**src/pswk_consts.svh**
```systemverilog
// register offsets, field positions and codes for the port 3 wake compare block
`ifndef PSWK_CONSTS_SVH
`define PSWK_CONSTS_SVH
`define PSWK_ADDR_STATUS    12'hf0a
`define PSWK_ADDR_SELECT    12'hf0e
`define PSWK_SRC_NONE       2'h0
`define PSWK_SRC_READ       2'h1
`define PSWK_SRC_WRITE      2'h2
`define PSWK_P3_SRC_LO      2
`define PSWK_IRQ_EN_BIT     4
`define PSWK_P3M_IRQ_BIT    1
`define PSWK_SEL_RESET      4'h0
`define PSWK_REF_RESET      4'h0
`define PSWK_UNDEF_READ     3'h0
`define PSWK_SEL_LO         0
`define PSWK_SEL_HI         3
`define PSWK_P2_SRC_LO      0
`define PSWK_P2_SRC_HI      1
`define PSWK_SRC_RSVD       2'h3
`define PSWK_IRQ_RESET      1'b0
`define PSWK_BIT_RESET      1'b0
`define PSWK_PIN_RESET      4'h0
`define PSWK_RDATA_IDLE     8'h00
`endif

```
**src/pswk_pkg.sv**
```systemverilog
// types for the port 3 wake compare block
package pswk_pkg;
  typedef enum logic [1:0] {
    PSWK_SRC_NONE_E  = 2'b00,
    PSWK_SRC_READ_E  = 2'b01,
    PSWK_SRC_WRITE_E = 2'b10
  } pswk_src_e;
  typedef struct packed {
    logic        wr;
    logic        rd;
    logic [11:0] addr;
    logic [7:0]  wdata;
  } pswk_bus_s;
  typedef struct packed {
    logic       rd;
    logic       wr;
    logic [3:0] val;
  } pswk_port_acc_s;
endpackage : pswk_pkg

```
**src/pswk_pin_cmp.sv**
```systemverilog
// per-pin wake comparator: select, reference and mismatch
`include "pswk_consts.svh"
module pswk_pin_cmp
(
  input  wire logic mclk,
  input  wire logic sys_rst,
  input  wire logic sel,
  input  wire logic pin_sync,
  input  wire logic ref_load,
  input  wire logic ref_val,
  input  wire logic use_ref,
  output logic      wake
);
  logic ref_r;
  logic ref_nxt;
  always_comb
  begin
    ref_nxt = ref_r;
    if (ref_load)
    begin
      ref_nxt = ref_val;
    end
  end
  always_ff @(posedge mclk)
  begin
    if (sys_rst)
    begin
      ref_r <= `PSWK_BIT_RESET;
    end
    else
    begin
      ref_r <= ref_nxt;
    end
  end
  assign wake = sel & (use_ref ? (pin_sync != ref_r) : ~pin_sync);
endmodule // pswk_pin_cmp

```
**src/pswk_wake.sv**
```systemverilog
// port 3 stop-mode wake compare logic with its two registers
`include "pswk_consts.svh"
// Function
// - Each of the four low select bits enables the matching port 3 pin as a wake source.
// - Any number of pins may be selected and each compares with its own reference.
// - With no reference access recorded, a selected pin wakes on a low level.
// - Every later read or write of the port 3 data register latches a new reference.
// - A read that supplied the reference shows code 01 in status bits 3:2.
// - A write that supplied the reference shows code 10, and code 11 is never produced.
// - Software writing 00 to the port 3 field restores the low-level default comparison.
// - Status bits 1:0 report the port 2 reference source with the same coding.
// - Bit 4 routes wake events to interrupt line one; clear with mode bit 1 clear gives none.
// - Neither register is cleared by a stop-mode recovery.
// - An event from any selected source triggers stop-mode recovery.
module pswk_wake #(
  parameter int NPINS = 4
)
(
  input  wire logic                    mclk,
  input  wire logic                    sys_rst,
  input  wire pswk_pkg::pswk_bus_s     bus,
  output logic [7:0]                   rdata,
  input  wire pswk_pkg::pswk_port_acc_s p3_acc,
  input  wire logic [1:0]              p2_src,
  input  wire logic                    p2_src_load,
  input  wire logic [3:0]              port3_pin,
  input  wire logic                    port3_mode_irq,
  input  wire logic                    other_wake,
  output logic                         stop_recovery_event,
  output logic                         interrupt_request_line_one
);
  // elaboration check: fields and comparators are sized for four pins
  if (NPINS != 4)
  begin : g_npins_check
    $error("pswk_wake supports four pins only");
  end

  logic [3:0] sel_r;
  logic [3:0] sel_nxt;
  logic [1:0] p3_src_r;
  logic [1:0] p3_src_nxt;
  logic [1:0] p2_src_r;
  logic [1:0] p2_src_nxt;
  logic       irq_en_r;
  logic       irq_en_nxt;
  logic [3:0] pin_meta_r;
  logic [3:0] pin_sync_r;
  logic [3:0] wake_vec;
  logic [7:0] rdata_r;
  logic [7:0] rdata_nxt;
  logic       wr_stat;
  logic       wr_sel;
  logic       use_ref;

  assign wr_stat = bus.wr && (bus.addr == `PSWK_ADDR_STATUS);
  assign wr_sel  = bus.wr && (bus.addr == `PSWK_ADDR_SELECT);

  always_comb
  begin
    sel_nxt    = sel_r;
    p3_src_nxt = p3_src_r;
    p2_src_nxt = p2_src_r;
    irq_en_nxt = irq_en_r;
    // select register write, upper bits ignored
    if (wr_sel)
    begin
      sel_nxt = bus.wdata[`PSWK_SEL_HI:`PSWK_SEL_LO];
    end
    // software may clear the source field
    if (wr_stat)
    begin
      p3_src_nxt = (bus.wdata[`PSWK_P3_SRC_LO+1:`PSWK_P3_SRC_LO] == `PSWK_SRC_NONE) ?
                   `PSWK_SRC_NONE : p3_src_r;
      p2_src_nxt = (bus.wdata[`PSWK_P2_SRC_HI:`PSWK_P2_SRC_LO] == `PSWK_SRC_NONE) ?
                   `PSWK_SRC_NONE : p2_src_r;
      irq_en_nxt = bus.wdata[`PSWK_IRQ_EN_BIT];
    end
    if (p3_acc.wr)
    begin
      p3_src_nxt = `PSWK_SRC_WRITE;
    end
    else if (p3_acc.rd)
    begin
      p3_src_nxt = `PSWK_SRC_READ;
    end
    if (p2_src_load && (p2_src != `PSWK_SRC_RSVD))
    begin
      p2_src_nxt = p2_src;
    end
  end

  // full reset clears; nothing else does
  always_ff @(posedge mclk)
  begin
    if (sys_rst)
    begin
      sel_r    <= `PSWK_SEL_RESET;
      p3_src_r <= `PSWK_SRC_NONE;
      p2_src_r <= `PSWK_SRC_NONE;
      irq_en_r <= `PSWK_IRQ_RESET;
    end
    else
    begin
      sel_r    <= sel_nxt;
      p3_src_r <= p3_src_nxt;
      p2_src_r <= p2_src_nxt;
      irq_en_r <= irq_en_nxt;
    end
  end

  always_ff @(posedge mclk)
  begin
    if (sys_rst)
    begin
      pin_meta_r <= `PSWK_PIN_RESET;
      pin_sync_r <= `PSWK_PIN_RESET;
    end
    else
    begin
      pin_meta_r <= port3_pin;
      pin_sync_r <= pin_meta_r;
    end
  end

  assign use_ref = (p3_src_r != `PSWK_SRC_NONE);

  genvar g;
  generate
    for (g = 0; g < NPINS; g++)
    begin : g_pin
      pswk_pin_cmp u_cmp (
        .mclk     (mclk),
        .sys_rst  (sys_rst),
        .sel      (sel_r[g]),
        .pin_sync (pin_sync_r[g]),
        .ref_load (p3_acc.rd | p3_acc.wr),
        .ref_val  (p3_acc.val[g]),
        .use_ref  (use_ref),
        .wake     (wake_vec[g])
      );
    end
  endgenerate

  assign stop_recovery_event = (|wake_vec) | other_wake;
  assign interrupt_request_line_one = stop_recovery_event & (irq_en_r | port3_mode_irq);

  always_comb
  begin
    rdata_nxt = `PSWK_RDATA_IDLE;
    if (bus.rd && (bus.addr == `PSWK_ADDR_STATUS))
    begin
      rdata_nxt = {`PSWK_UNDEF_READ, irq_en_r, p3_src_r, p2_src_r};
    end
  end

  always_ff @(posedge mclk)
  begin
    if (sys_rst)
    begin
      rdata_r <= `PSWK_RDATA_IDLE;
    end
    else
    begin
      rdata_r <= rdata_nxt;
    end
  end
  assign rdata = rdata_r;

  // assertions
  a_sel_enables: assert property (@(posedge mclk) disable iff (sys_rst)
    !sel_r[0] |-> !wake_vec[0])
    else $error("unselected pin woke");
  a_sel_write: assert property (@(posedge mclk) disable iff (sys_rst)
    wr_sel |=> sel_r == $past(bus.wdata[`PSWK_SEL_HI:`PSWK_SEL_LO]))
    else $error("select write lost");
  a_default_zero: assert property (@(posedge mclk) disable iff (sys_rst)
    (sel_r[1] && !use_ref && !pin_sync_r[1]) |-> stop_recovery_event)
    else $error("default low compare missed");
  a_ref_latch: assert property (@(posedge mclk) disable iff (sys_rst)
    (p3_acc.wr && !wr_sel) ##1 (sel_r[2] && pin_sync_r[2] != $past(p3_acc.val[2])) |-> wake_vec[2])
    else $error("reference mismatch missed");
  a_read_code: assert property (@(posedge mclk) disable iff (sys_rst)
    (p3_acc.rd && !p3_acc.wr) |=> p3_src_r == `PSWK_SRC_READ)
    else $error("read code wrong");
  a_write_code: assert property (@(posedge mclk) disable iff (sys_rst)
    p3_acc.wr |=> p3_src_r == `PSWK_SRC_WRITE)
    else $error("write code wrong");
  a_no_rsvd_code: assert property (@(posedge mclk) disable iff (sys_rst)
    (p3_src_r != `PSWK_SRC_RSVD) && (p2_src_r != `PSWK_SRC_RSVD))
    else $error("reserved code shown");
  a_clear_code: assert property (@(posedge mclk) disable iff (sys_rst)
    (wr_stat && bus.wdata[3:2] == 2'b00 && !p3_acc.rd && !p3_acc.wr) |=> !use_ref)
    else $error("clear ignored");
  a_p2_clear: assert property (@(posedge mclk) disable iff (sys_rst)
    (wr_stat && bus.wdata[1:0] == `PSWK_SRC_NONE && !p2_src_load) |=> p2_src_r == `PSWK_SRC_NONE)
    else $error("port 2 clear ignored");
  a_p2_code: assert property (@(posedge mclk) disable iff (sys_rst)
    (p2_src_load && p2_src != `PSWK_SRC_RSVD) |=> p2_src_r == $past(p2_src))
    else $error("port 2 code lost");
  a_p2_rsvd: assert property (@(posedge mclk) disable iff (sys_rst)
    (p2_src_load && p2_src == `PSWK_SRC_RSVD && !wr_stat) |=> p2_src_r == $past(p2_src_r))
    else $error("port 2 reserved code taken");
  a_irq_gate: assert property (@(posedge mclk) disable iff (sys_rst)
    (!irq_en_r && !port3_mode_irq) |-> !interrupt_request_line_one)
    else $error("irq leaked");
  a_irq_route: assert property (@(posedge mclk) disable iff (sys_rst)
    (irq_en_r && stop_recovery_event) |-> interrupt_request_line_one)
    else $error("irq not routed");
  a_irq_en_write: assert property (@(posedge mclk) disable iff (sys_rst)
    wr_stat |=> irq_en_r == $past(bus.wdata[`PSWK_IRQ_EN_BIT]))
    else $error("irq enable write lost");
  a_regs_persist: assert property (@(posedge mclk) disable iff (sys_rst)
    (!wr_sel && !wr_stat) |=> (sel_r == $past(sel_r) && irq_en_r == $past(irq_en_r)))
    else $error("register changed without write");
  a_any_source: assert property (@(posedge mclk) disable iff (sys_rst)
    other_wake |-> stop_recovery_event)
    else $error("source lost");
  a_wake_release: assert property (@(posedge mclk) disable iff (sys_rst)
    (|wake_vec) |-> stop_recovery_event)
    else $error("pin wake lost");
  a_reset_clear: assert property (@(posedge mclk)
    sys_rst |=> (sel_r == 4'h0 && !irq_en_r && p3_src_r == 2'b00))
    else $error("reset value");
endmodule // pswk_wake

```
**config.mk**
```make
export PLATFORM = sky130hd
export DESIGN_NAME = pswk_wake
export DESIGN_NICKNAME = d
export VERILOG_FILES = /design/src/pswk_pkg.sv /design/src/pswk_pin_cmp.sv /design/src/pswk_wake.sv
export VERILOG_INCLUDE_DIRS = /design/src /design/src/src
export SDC_FILE = /design/constraint.sdc
export NUM_CORES = 1
export LEC_CHECK = 0
export ABC_AREA = 1
export BUFFER_PORTS_ARGS = -buffer_cell sky130_fd_sc_hd__buf_4
export CORE_MARGIN = 2
export CORE_UTILIZATION = 42
export CTS_CLUSTER_DIAMETER = 120
export DETAILED_ROUTE_END_ITERATION = 16
export GPL_TIMING_DRIVEN = 0
export PLACE_DENSITY = 0.84
export SKIP_LAST_GASP = 1
export SLEW_MARGIN = 20
export SYNTH_ARGS = -nofsm -noshare
export SYNTH_HDL_FRONTEND = slang
export SYNTH_SLANG_ARGS = --single-unit
```
**constraint.sdc**
```tcl
create_clock -name mclk -period 0.8 [get_ports mclk]
set_input_delay 0 -clock mclk [delete_from_list [all_inputs] [get_ports mclk]]
set_output_delay 0 -clock mclk [all_outputs]
set_load 0.01 [all_outputs]
```
==> reports/qor_table.md, run 1 <==
| Quantity | Reported | Unit |
|:---|:---|:---|
| Initial antenna violation count | 0 | - |
| Critical Path Sink Type | primary output | - |
| Via count of the first global-routing pass | 1098 | - |
| CTS tree | done | - |
| Number of CTS-inserted buffers | 3 | - |
| Yosys reg bits | 26 | - |
| Total Routed Length | 2820 | um |
| Post-route antenna net violation count | 0 | - |
| Number of design rule violations left after detail routing | 0 | - |
| Final number of setup-violating endpoints | 13 | - |
| Final slew viol count | 0 | - |
| Aggregate negative setup slack | -2.11 | ns |
| F_max | 676 | MHz |
| Number of core rows | 19 | - |
| Setup slack after layout | -0.680 | ns |
| Power density over cell area | 1350 | mW/mm^2 |
| GR met3 Demand/Resource | 3.40 | % |
| Final hold slack | 0.00960 | ns |
| Fin nets | 265 | - |
| Setup repair after global routing missed its margin | true | - |
| Overall die area | 0.00325 | mm^2 |
| Overall overflow remaining after global route | 0 | - |
| Core Footprint | 0.00271 | mm^2 |
| Clock network latency to the later pin of the worst-skew pair | 0.32 | ns |
| Clock transition at the registers of the reported paths | 0.14 | ns |
| Diode count | 0 | - |
| Leakage power | 0.890 | nW |
| Cells after synthesis | 154 | - |
| All-layer global routing usage | 18.2 | % |
| Layout overhead on the synthesized area | 57.3 | % |
| Final-layout fill cell count | 214 | - |
| Largest incremental delay on the critical path | 0.36 | ns |
| Post-route total power | 0.00250 | W |
| Final worst path period share | 185 | % |
| Critical path required time | 0.80 | ns |
| Number of sinks on the clock net | 26 | - |
| Startpoint types | flop | - |
| Warning count from the yosys run | 0 | - |
| Global routing's busiest layer | met2 | - |
| R2r setup slk | 0.04 | ns |
| Maximum number of pins on one net before global-route repair | 15 | - |
| Violations in the final reports | setup timing | - |
| Data arrival time of the critical path | 1.48 | ns |
| H-tree depth reported by CTS | 1 | - |
| Maximum VDD drop | 0.00124 | V |
| Mean cell area of the mapped netlist | 7.66 | um^2 |
| Run status | finished with violations | - |
| Number of vias after detailed routing | 1171 | - |
| Type of the setup path with the least slack | flop to primary output | - |
| Root buffer cell | clkbuf_4 | - |
| List of cells traversed by the critical path | nor2_4 > o21ai_0 > nand3b_1 > nand2_1 > nor2_2 > nor2_2 > buf_4 | - |
| Placed wire-length estimate | 1840 | um |
| Routability congestion estimate from global placement | 0.711 | - |
| Global routing met1 resource utilization | 20.6 | % |
| Class of the tightest hold or removal check | primary input to flop | - |
| Max_cap viols | 0 | - |
| Wire length of the first global-routing pass | 4620 | um |
| Proportion of layout cells with a drive suffix above 1 | 38.7 | % |
| Drt first-iter violations | 33 | - |
| Distinct cell type count after synthesis | 22 | - |
| Vertical die dimension | 57 | um |
| Number of input and output port buffers inserted | 42 | - |
| Seq/Total Area, Yosys | 44.1 | % |
| GRT met2 Usage | 33.0 | % |
| Slowest-stage cell, CP | dfxtp_2 | - |
| Critical path's most frequent cell | nor2_2 | - |
| Top-Level Pins | 49 | - |
| Die width | 57 | um |
| Post-Route Skew | 0.000355 | ns |
| Deepest clock path buffer count | 2 | - |
| Final hold violation count | 0 | - |
| Number of iterations in the first detailed-routing pass | 5 | - |
| Average via count per standard cell | 4.57 | - |
| Maximum fanout encountered on the critical timing path | 8 | - |
| Post-synth design cell area | 0.00118 | mm^2 |
| Effective utilization at floorplan | 43.5 | % |
| Routed wire per std cell | 11.0 | um |
| Shortest clock period the worst path allows after layout | 1.48 | ns |
## cell families (layout without fill, tap and decap cells)
group,after synthesis,after routing,share of synthesized area [%]
flip-flops,26,26,44.1
AO/OA/AOI/OAI,20,20,8.48
AND/OR/NAND/NOR,78,78,36.9
buffers and inverters,29,98,10.2
other,1,3,0.318
## power breakdown
| group | switching [W] | internal [W] |
|---|---|---|
| Sequential | 0.0000267 | 0.00134 |
| Combinational | 0.000198 | 0.000268 |
| Clock | 0.000387 | 0.000279 |
## Yosys cell counts
cell type	number	area, um^2
dfxtp_1	26	521
nor2_2	8	50.1
nor2_8	1	20.0
conb_1	1	3.75
nor3_1	2	10.0
o21ai_1	8	40.0
nand3b_1	3	22.5
nor3b_2	1	12.5
inv_2	2	7.51
nand4_2	2	25.0
nor2_1	31	116
inv_1	23	86.3
clkbuf_1	1	3.75
nand4_4	1	21.3
nor2_4	3	33.8
nand3_1	8	40.0
nand2_2	4	25.0
a21oi_1	8	40.0
nand3_2	1	10.0
buf_4	3	22.5
nand2_1	13	48.8
o21ai_0	4	20.0
## layer usage
metal,wire length (um),share of wire (%),vias up
met5,0,0,-
met4,51,1.8,0
met3,179,6.3,5
met2,1470,52,34
met1,1130,40,516
li1,-,-,616
## what timing repair did
action,4_1_cts,5_1_grt
hold buffers,20,1
hold endpoints to repair,21,4
setup endpoints to repair,2,24
pin swaps,2,4
buffers inserted,1,2
gates resized for setup,2,17
## state kept, by name (all words and copies together) (netlist names)
| name | count |
|---|---|
| irq_en_r | 1 |
| pin_meta_r | 4 |
| rdata | 5 |
| pin_sync_r | 4 |
| p2_src_r | 2 |
| g_pin.u_cmp.ref_r | 4 |
| p3_src_r | 2 |
| sel_r | 4 |
## metrics by stage
step | instance area, um^2 | std cells | utilization [%] | setup WS, ns
2_1_floorplan | 1190 | 156 | - | -0.112
5_1_grt | 1860 | 256 | 68.5 | -0.823
6_report | 1860 | 256 | 68.5 | -0.680
3_5_place_dp | 1550 | 229 | 57.2 | -0.296
3_3_place_gp | 1550 | 229 | 57.2 | -0.272
4_1_cts | 1790 | 254 | 66.2 | -0.689
## cell type report
| cell class | instances | area, um^2 | area share, % |
|---|---|---|---|
| Buffer | 4 | 26.3 | 1.42 |
| Clock buffer | 4 | 36.3 | 1.96 |
| Inverter | 25 | 96.3 | 5.19 |
| Multi-Input combinational cell | 101 | 566 | 30.5 |
| Sequential cell | 26 | 529 | 28.5 |
| Tap cell | 31 | 38.8 | 2.09 |
| Timing Repair Buffer | 65 | 563 | 30.3 |
## cells in the final DEF (no fill, tap or decap), types with 3 or more instances in the layout
cell type      instances
buf_4                 42
inv_1                 22
nand2_1               12
buf_6                  6
nor2_4                 3
dfxtp_1               21
nor2_1                28
clkbuf_4               3
nand3_1                7
o21ai_1               10
nand3b_1               3
conb_1                 3
dlygate4sd3_1         19
nor2_2                11
dfxtp_2                4
a21oi_1                7
nand2_2                5
## critical path, delay by kind of cell, from the launching register on
| family | cells | cell delay (ns) |
|---|---|---|
| and+or+nand+nor | 5 | 0.55 |
| AOI/OAI and AO/OA | 1 | 0.10 |
| buffers and inverters | 1 | 0.13 |
| DFF | 1 | 0.36 |
## worst paths after layout
path	startpoint	to	cells after the start
min	p3_acc[5]	g_pin[3].u_cmp.ref_r$_SDFFE_PP0P_	4
max reg2reg	p3_src_r[1]$_SDFFE_PP0P_	p3_src_r[1]$_SDFFE_PP0P_	3
min reg2reg	pin_meta_r[0]$_SDFF_PP0_	pin_sync_r[0]$_SDFF_PP0_	2
max	p3_src_r[0]$_SDFFE_PP0P_	interrupt_request_line_one	7
Power figures use the tool's default switching activity.
==> run 2: changes to the inputs <==
--- a/config.mk
+++ b/config.mk
@@ -9,13 +9,15 @@
 export ABC_AREA = 1
 export BUFFER_PORTS_ARGS = -buffer_cell sky130_fd_sc_hd__buf_4
 export CORE_MARGIN = 2
-export CORE_UTILIZATION = 42
+export CORE_UTILIZATION = 41
+export CTS_BUF_LIST = sky130_fd_sc_hd__clkbuf_16
 export CTS_CLUSTER_DIAMETER = 120
 export DETAILED_ROUTE_END_ITERATION = 16
 export GPL_TIMING_DRIVEN = 0
-export PLACE_DENSITY = 0.84
+export PLACE_DENSITY = 0.83
 export SKIP_LAST_GASP = 1
 export SLEW_MARGIN = 20
 export SYNTH_ARGS = -nofsm -noshare
 export SYNTH_HDL_FRONTEND = slang
+export SYNTH_HIERARCHICAL = 1
 export SYNTH_SLANG_ARGS = --single-unit
==> reports/qor_table.md, run 2 <==
| Quantity | Reported | Unit | Change |
|:---|:---|:---|:---|
| Flip-flop count of the largest register, all copies and words added | 5 | - | unchanged |
| Type of the setup path with the least slack | flop to primary output | - |  |
| Share of synthesized cell area in full adder, half adder and majority cells | 0 | % | unchanged |
| Run status | finished with violations | - |  |
| Top-Level Pins | 49 | - | unchanged |
| Placement Cell Area | 0.00152 | mm^2 | -1.9% |
| Final-layout fill cell count | 222 | - | +3.7% |
| Maximum VDD drop | 0.00118 | V | -4.6% |
| Maximum fanout encountered on the critical timing path | 8 | - | unchanged |
| Most frequent cell after synthesis | inv_1 | - |  |
| Routed wire per std cell | 10.1 | um | -8.4% |
| Post-Place Worst Slack | -0.407 | ns | -0.111 ns |
| Dominant combinational cell family by area after synthesis | simple AND/OR/NAND/NOR gates | - |  |
| Critical Path Sink Type | primary output | - |  |
| Average via count per standard cell | 4.57 | - | -0.18% |
| Deepest clock path buffer count | 2 | - | unchanged |
| Class of the tightest hold or removal check | primary input to flop | - |  |
| Proportion of layout cells with a drive suffix above 1 | 34.4 | % | -4.3 points |
| Clock network latency to the later pin of the worst-skew pair | 0.26 | ns | -0.06 ns |
| Post-Route Skew | 0.00142 | ns | +0.00107 ns |
| Worst Reg2Reg Path Length in Cells | 5 | - | +2 |
| Sequential power share | 46.8 | % | -7.9 points |
| Setup slack after layout | -0.664 | ns | +0.0164 ns |
| Diode count | 0 | - | unchanged |
| Fin nets | 267 | - | +0.75% |
| Overall overflow remaining after global route | 0 | - | unchanged |
| EDFF count, synth | 0 | - | unchanged |
| Maximum number of pins on one net before global-route repair | 15 | - | unchanged |
| Initial antenna violation count | 0 | - | unchanged |
| Final hold violation count | 0 | - | unchanged |
| H-tree depth reported by CTS | 1 | - | unchanged |
| Wire length of the first global-routing pass | 4220 | um | -8.5% |
| Post-route antenna net violation count | 0 | - | unchanged |
| Number of input and output port buffers inserted | 42 | - | unchanged |
| Finished Cell Area | 0.00181 | mm^2 | -2.4% |
| Max_cap viols | 0 | - | unchanged |
| Most common library cell in the layout ignoring fill and taps | buf_4 | - |  |
| Cell types occupying the most area after synthesis | dfxtp_1 (46%), inv_1 (12%), nor2_1 (8.5%) | - |  |
| Startpoint types | flop | - |  |
| Aggregate negative setup slack | -1.38 | ns | +0.732 ns |
| Multiplexer share of the synthesized area | 0 | % | unchanged |
| Clock transition at the registers of the reported paths | 0.06 | ns | -0.08 ns |
| Crit Reg-Reg Startpoint | p3_src_r[1]$_SDFFE_PP0P_ | - |  |
| Data arrival time of the critical path | 1.46 | ns | -0.02 ns |
| Via count of the first global-routing pass | 1054 | - | -4.0% |
| Vertical die dimension | 56.8 | um | -0.38% |
| Number of design rule violations left after detail routing | 0 | - | unchanged |
| Overall die area | 0.00322 | mm^2 | -0.75% |
| Root buffer cell | clkbuf_16 | - |  |
| Drt first-iter violations | 22 | - | -33% |
| Number of iterations in the first detailed-routing pass | 4 | - | -1 |
| Compound-Gate Fraction of Synth Area | 12.0 | % | +3.6 points |
| Combinational fraction of design power | 15.2 | % | -3.5 points |
| Post-synth design cell area | 0.00114 | mm^2 | -3.2% |
| F_max | 683 | MHz | +1.1% |
| Effective utilization at floorplan | 42.2 | % | -1.4 points |
| Shortest clock period the worst path allows after layout | 1.46 | ns | -0.0164 ns |
| Yosys reg bits | 26 | - | unchanged |
| Total Routed Length | 2610 | um | -7.7% |
| Violations in the final reports | setup timing | - |  |
| Startpoint of the tightest hold check path | bus[4] | - |  |
| Layout overhead on the synthesized area | 58.6 | % |  |
| Final worst path period share | 183 | % | -2.0 points |
| Top library cells by usage in the layout, fill and taps aside | buf_4 (51), inv_1 (33), nor2_1 (25) | - |  |
| Leakage power | 0.884 | nW | -0.66% |
| Switching power summed over all nets | 0.000633 | W | +3.5% |
| Cells after synthesis | 158 | - | +2.6% |
| Worst setup path start | p3_src_r[0]$_SDFFE_PP0P_ | - |  |
| Ranking of synthesized cells by instance count | inv_1 (35), dfxtp_1 (26), nor2_1 (26) | - |  |
| Critical path required time | 0.80 | ns | about the same |
| Synth area leader | dfxtp_1 | - |  |
| Distinct cell type count after synthesis | 21 | - | -4.5% |
| Post-synth top flop | dfxtp_1 | - |  |
| All-layer global routing usage | 16.9 | % | -1.3 points |
| Cell depth of the worst hold path | 3 | - | -1 |
| Async set-or-reset flop fraction in the synthesized netlist | 0 | % | unchanged |
| CTS tree | done | - |  |
| Multi-input combinational cell area | 502 | um^2 | -11% |
| Final number of setup-violating endpoints | 3 | - | -10 |
| Number of core rows | 19 | - | unchanged |
| Number of vias after detailed routing | 1178 | - | +0.60% |
| Seq/Total Area, Yosys | 45.6 | % | +1.4 points |
| Cell internal pwr | 0.00226 | W | +20% |
| Setup repair after global routing missed its margin | true | - |  |
| Power density over cell area | 1590 | mW/mm^2 | +18% |
| Routability congestion estimate from global placement | 0.765 | - | +7.7% |
| Register area | 523 | um^2 | -1.2% |
| Core Footprint | 0.00271 | mm^2 | unchanged |
| Final slew viol count | 0 | - | unchanged |
| Number of sinks on the clock net | 26 | - | unchanged |
| Warning count from the yosys run | 6 | - | +6 |
| Xor-xnor portion of the synthesized cell area | 0 | % | unchanged |
| Switching share of power | 21.9 | % | -2.6 points |
| Placed wire-length estimate | 1800 | um | -2.3% |
| Simple-gate share of the synthesized area | 28.3 | % | -8.6 points |
| Fraction of power consumed by the clock network | 37.9 | % | +11 points |
| Mean cell area of the mapped netlist | 7.23 | um^2 | -5.6% |
| Number of CTS-inserted buffers | 3 | - | unchanged |
| Die width | 56.8 | um | -0.38% |
| Share of the synthesized area in the top cell type | 45.6 | % | +1.4 points |
## run 2: cell types whose count changed after synthesis, sizes merged
cell and change:
inv +10, a21oi +9, or2 +1, nor3 -1, nand3b -3, nor3b -1
nand3 +1, nor2 -14, o21ai -3, nand4 -1, nand2 +6
## run 2: cell type report
class	instances	area share [%]
sequential	26	28.9
timing repair buffer	63	28.2
multi-input combinational	95	27.7
inverter	35	7.25
clock buffer	3	4.14
tap	31	2.14
buffer	4	1.45
clock inverter	1	0.207
## run 2: final timing paths
path | to | slack (ns)
setup / recovery | interrupt_request_line_one | -0.66
hold / removal | irq_en_r$_SDFFE_PP0P_ | 0.01
setup reg to reg | p3_src_r[1]$_SDFFE_PP0P_ | -0.06
hold reg to reg | pin_sync_r[0]$_SDFF_PP0_ | 0.40
## run 2: metal layers
metal | vias up | GRT usage, % | wire length (um)
met3 | 5 | 2.07 | 96
met5 | - | 0 | 0
met2 | 28 | 31.7 | 1410
met4 | 0 | 7.97 | 46
li1 | 617 | - | -
met1 | 528 | 18.4 | 1050
## run 2: kinds of logic (layout without fill, tap and decap cells)
kind of cell           count (synthesis)  in the layout
AOI/OAI and AO/OA                     26             26
buffers and inverters                 39            106
DFF                                   26             26
other                                  1              3
and+or+nand+nor                       66             66
## run 2: through the flow
step	hold WS (ns)	utilization (%)	total power [W]	instances
floorplan	0.0691	-	0.00156	160
global placement	0.200	56.1	0.00173	233
detailed placement	0.206	56.1	0.00174	233
CTS	0.00538	65.9	0.00293	255
global route	0.0246	66.9	0.00303	258
finish	0.0122	66.9	0.00289	258
## run 2: critical path, stage by stage (launching register included)
cell,delay [ns]
dfxtp_2,0.34
inv_2,0.05
nand2_4,0.12
nand3_2,0.07
nand2_1,0.06
nor2_1,0.03
nor3_1,0.16
nand2_1,0.11
o21ai_1,0.09
inv_1,0.05
buf_4,0.13
## run 2: power groups by stage
stage | clock network, W | registers (W) | logic (W)
3_3_place_gp | 0 | 0.00138 | 0.000346
2_1_floorplan | 0 | 0.00138 | 0.000178
3_5_place_dp | 0 | 0.00138 | 0.000354
6_report | 0.00110 | 0.00135 | 0.000440
5_1_grt | 0.00119 | 0.00135 | 0.000486
4_1_cts | 0.00115 | 0.00135 | 0.000433
## run 2: timing repair
action	4_1_cts	5_1_grt
pin swaps	2	6
endpoints found under the hold margin	14	0
buffers inserted	4	5
setup endpoints to repair	3	9
gates resized for setup	5	1
hold buffers	14	0
==> run 3: changes to the inputs <==
--- a/config.mk
+++ b/config.mk
@@ -9,12 +9,12 @@
 export ABC_AREA = 1
 export BUFFER_PORTS_ARGS = -buffer_cell sky130_fd_sc_hd__buf_4
 export CORE_MARGIN = 2
-export CORE_UTILIZATION = 41
+export CORE_UTILIZATION = 29
 export CTS_BUF_LIST = sky130_fd_sc_hd__clkbuf_16
 export CTS_CLUSTER_DIAMETER = 120
 export DETAILED_ROUTE_END_ITERATION = 16
 export GPL_TIMING_DRIVEN = 0
-export PLACE_DENSITY = 0.83
+export PLACE_DENSITY = 0.65
 export SKIP_LAST_GASP = 1
 export SLEW_MARGIN = 20
 export SYNTH_ARGS = -nofsm -noshare
==> reports/qor_table.md, run 3 (same netlist as run 2, synthesis figures left out) <==
| Quantity | Reported | Unit | Change |
|:---|:---|:---|:---|
| Overall die area | 0.00446 | mm^2 | +38% |
| Wire length of the first global-routing pass | 4150 | um | -1.8% |
| Number of vias after detailed routing | 1108 | - | -5.9% |
| Power density over cell area | 1720 | mW/mm^2 | +8.1% |
| Startpoint types | flop | - |  |
| Via count of the first global-routing pass | 1011 | - | -4.1% |
| Root buffer cell | clkbuf_16 | - |  |
| Final worst path period share | 184 | % | +0.75 points |
| Placed wire-length estimate | 1730 | um | -3.9% |
| Violations in the final reports | setup timing | - |  |
| H-tree depth reported by CTS | 1 | - | unchanged |
| CTS tree | done | - |  |
| WL met3 | 138 | um | +44% |
| Proportion of layout cells with a drive suffix above 1 | 35.2 | % | +0.88 points |
| Number of sinks on the clock net | 26 | - | unchanged |
| Routed length on met2 | 1250 | um | -12% |
| Number of core rows | 22 | - | +3 |
| List of cells traversed by the critical path | inv_4 > nand2_8 > a21oi_2 > nor2_1 > nor3_1 > nand2_1 > o21ai_1 > inv_1 > buf_4 | - |  |
| Sequential power share | 42.0 | % | -4.8 points |
| Post-route total power | 0.00322 | W | +12% |
| Final number of setup-violating endpoints | 4 | - | +1 |
| Average via count per standard cell | 4.03 | - | -12% |
| R2r setup slk | -0.11 | ns | -0.05 ns |
| Type of the setup path with the least slack | flop to primary output | - |  |
| All-layer global routing usage | 12.1 | % | -4.8 points |
| Maximum number of pins on one net before global-route repair | 16 | - | +1 |
| Data arrival time of the critical path | 1.47 | ns | about the same |
| Critical path required time | 0.80 | ns | about the same |
| Switching share of power | 19.7 | % | -2.2 points |
| Flip-flop count of the largest register, all copies and words added | 5 | - | unchanged |
| Core Footprint | 0.00372 | mm^2 | +37% |
| Final slew viol count | 0 | - | unchanged |
| Max_cap viols | 0 | - | unchanged |
| Deepest clock path buffer count | 2 | - | unchanged |
| Slowest-stage cell, CP | dfxtp_2 | - |  |
| Setup repair after global routing missed its margin | true | - |  |
| Overall overflow remaining after global route | 0 | - | unchanged |
| Post-route antenna net violation count | 0 | - | unchanged |
| Post-Route Skew | 0.000499 | ns | -0.000925 ns |
| Clock transition at the registers of the reported paths | 0.06 | ns | about the same |
| Die width | 66.8 | um | +18% |
| Vertical die dimension | 66.8 | um | +18% |
| Final hold violation count | 0 | - | unchanged |
| Run status | finished with violations | - |  |
| Switching power summed over all nets | 0.000636 | W | +0.46% |
| Effective utilization at floorplan | 30.7 | % | -11 points |
| Combinational fraction of design power | 14.0 | % | -1.2 points |
| Uppermost layer routed | met4 | - |  |
| Final-layout fill cell count | 378 | - | +70% |
| Layout overhead on the synthesized area | 63.7 | % |  |
| Cell internal pwr | 0.00259 | W | +15% |
| Number of input and output port buffers inserted | 42 | - | unchanged |
| Top library cells by usage in the layout, fill and taps aside | buf_4 (52), inv_1 (33), nor2_1 (25) | - |  |
| Top-Level Pins | 49 | - | unchanged |
| F_max | 680 | MHz | -0.41% |
| Total Routed Length | 2480 | um | -4.8% |
| Maximum VDD drop | 0.00134 | V | +13% |
| Drt first-iter violations | 23 | - | +4.5% |
| Critical Path Sink Type | primary output | - |  |
| Number of design rule violations left after detail routing | 0 | - | unchanged |
| Maximum fanout encountered on the critical timing path | 8 | - | unchanged |
| Fin nets | 267 | - | unchanged |
| Clock network latency to the later pin of the worst-skew pair | 0.25 | ns | about the same |
| Routability congestion estimate from global placement | 0.701 | - | -8.4% |
| Class of the tightest hold or removal check | primary input to flop | - |  |
| Met1 layer wirelength in the final routing | 1090 | um | +3.2% |
| Most common library cell in the layout ignoring fill and taps | buf_4 | - |  |
| Diode count | 0 | - | unchanged |
| Largest incremental delay on the critical path | 0.33 | ns | about the same |
| Routed wire per std cell | 9.01 | um | -11% |
| Initial antenna violation count | 0 | - | unchanged |
| Setup slack after layout | -0.670 | ns | -0.00597 ns |
| Shortest clock period the worst path allows after layout | 1.47 | ns | +0.00597 ns |
| Fraction of power consumed by the clock network | 44.0 | % | +6.1 points |
| Number of CTS-inserted buffers | 3 | - | unchanged |
| Leakage power | 0.898 | nW | +1.6% |
| Number of iterations in the first detailed-routing pass | 4 | - | unchanged |
| Post-Place Worst Slack | -0.411 | ns | -0.00400 ns |
-- run 3: changes by cell type in the layout (fill, tap and decap cells not counted), sizes merged --
cell         delta
dlygate4sd3     -1
clkinv          -1
bufinv          +1
buf             +1
-- run 3: power by group through the flow --
stage | Clock, W | Sequential (W) | Combinational (W)
floorplan | 0 | 0.00138 | 0.000178
global placement | 0 | 0.00138 | 0.000349
detailed placement | 0 | 0.00138 | 0.000354
CTS | 0.00145 | 0.00135 | 0.000429
global route | 0.00152 | 0.00136 | 0.000499
finish | 0.00142 | 0.00135 | 0.000450
-- run 3: what timing repair did --
action | in CTS | in global routing
pin swaps | 0 | 4
hold buffers | 13 | 0
setup buffers | 4 | 5
endpoints found under the hold margin | 14 | 0
setup endpoints to repair | 3 | 6
gates resized for setup | 4 | 5
-- run 3: through the flow --
step | TNS [ns] | area, um^2 | util [%] | cells | hold slack (ns)
4_1_cts | -1.39 | 1820 | 49.0 | 271 | 0.00487
3_3_place_gp | -2.84 | 1540 | 41.5 | 250 | 0.203
3_5_place_dp | -2.86 | 1540 | 41.5 | 250 | 0.205
2_1_floorplan | -0.323 | 1170 | - | 160 | 0.0691
6_report | -1.45 | 1870 | 50.3 | 275 | 0.00233
5_1_grt | -1.68 | 1870 | 50.3 | 275 | 0.00341
-- run 3: critical path: cells and delay by family, from the launching register on --
kind / cells / cell delay (ns)
AOI/OAI and AO/OA: 2 / 0.21
and+or+nand+nor: 4 / 0.42
DFF: 1 / 0.33
buffers and inverters: 3 / 0.26
-- run 3: final timing paths --
| check | from | to | depth (start not counted) |
|---|---|---|---|
| worst max-delay path | p3_src_r[0]$_SDFFE_PP0P_ | interrupt_request_line_one | 9 |
| worst min-delay path | p3_acc[1] | g_pin[1].u_cmp/ref_r$_SDFFE_PP0P_ | 3 |
| worst max register to register | p3_src_r[1]$_SDFFE_PP0P_ | p3_src_r[1]$_SDFFE_PP0P_ | 5 |
| worst min register to register | pin_meta_r[3]$_SDFF_PP0_ | pin_sync_r[3]$_SDFF_PP0_ | 2 |
-- run 3: final cells by class --
type                            count  area (um^2)  share of cell area [%]
Clock buffer                        3         75.1                    4.01
Sequential cell                    26          523                    28.0
Inverter                           35          136                    7.29
Multi-Input combinational cell     95          510                    27.3
Timing Repair Buffer               63          509                    27.2
Clock inverter                      1         30.0                    1.61
Tap cell                           48         60.1                    3.21
Buffer                              4         26.3                    1.40
-- run 3: per-layer routing --
layer	vias to the layer above	GRT usage, %
met3	2	3.72
met4	0	2.30
li1	612	-
met5	-	0
met1	471	13.9
met2	23	22.0
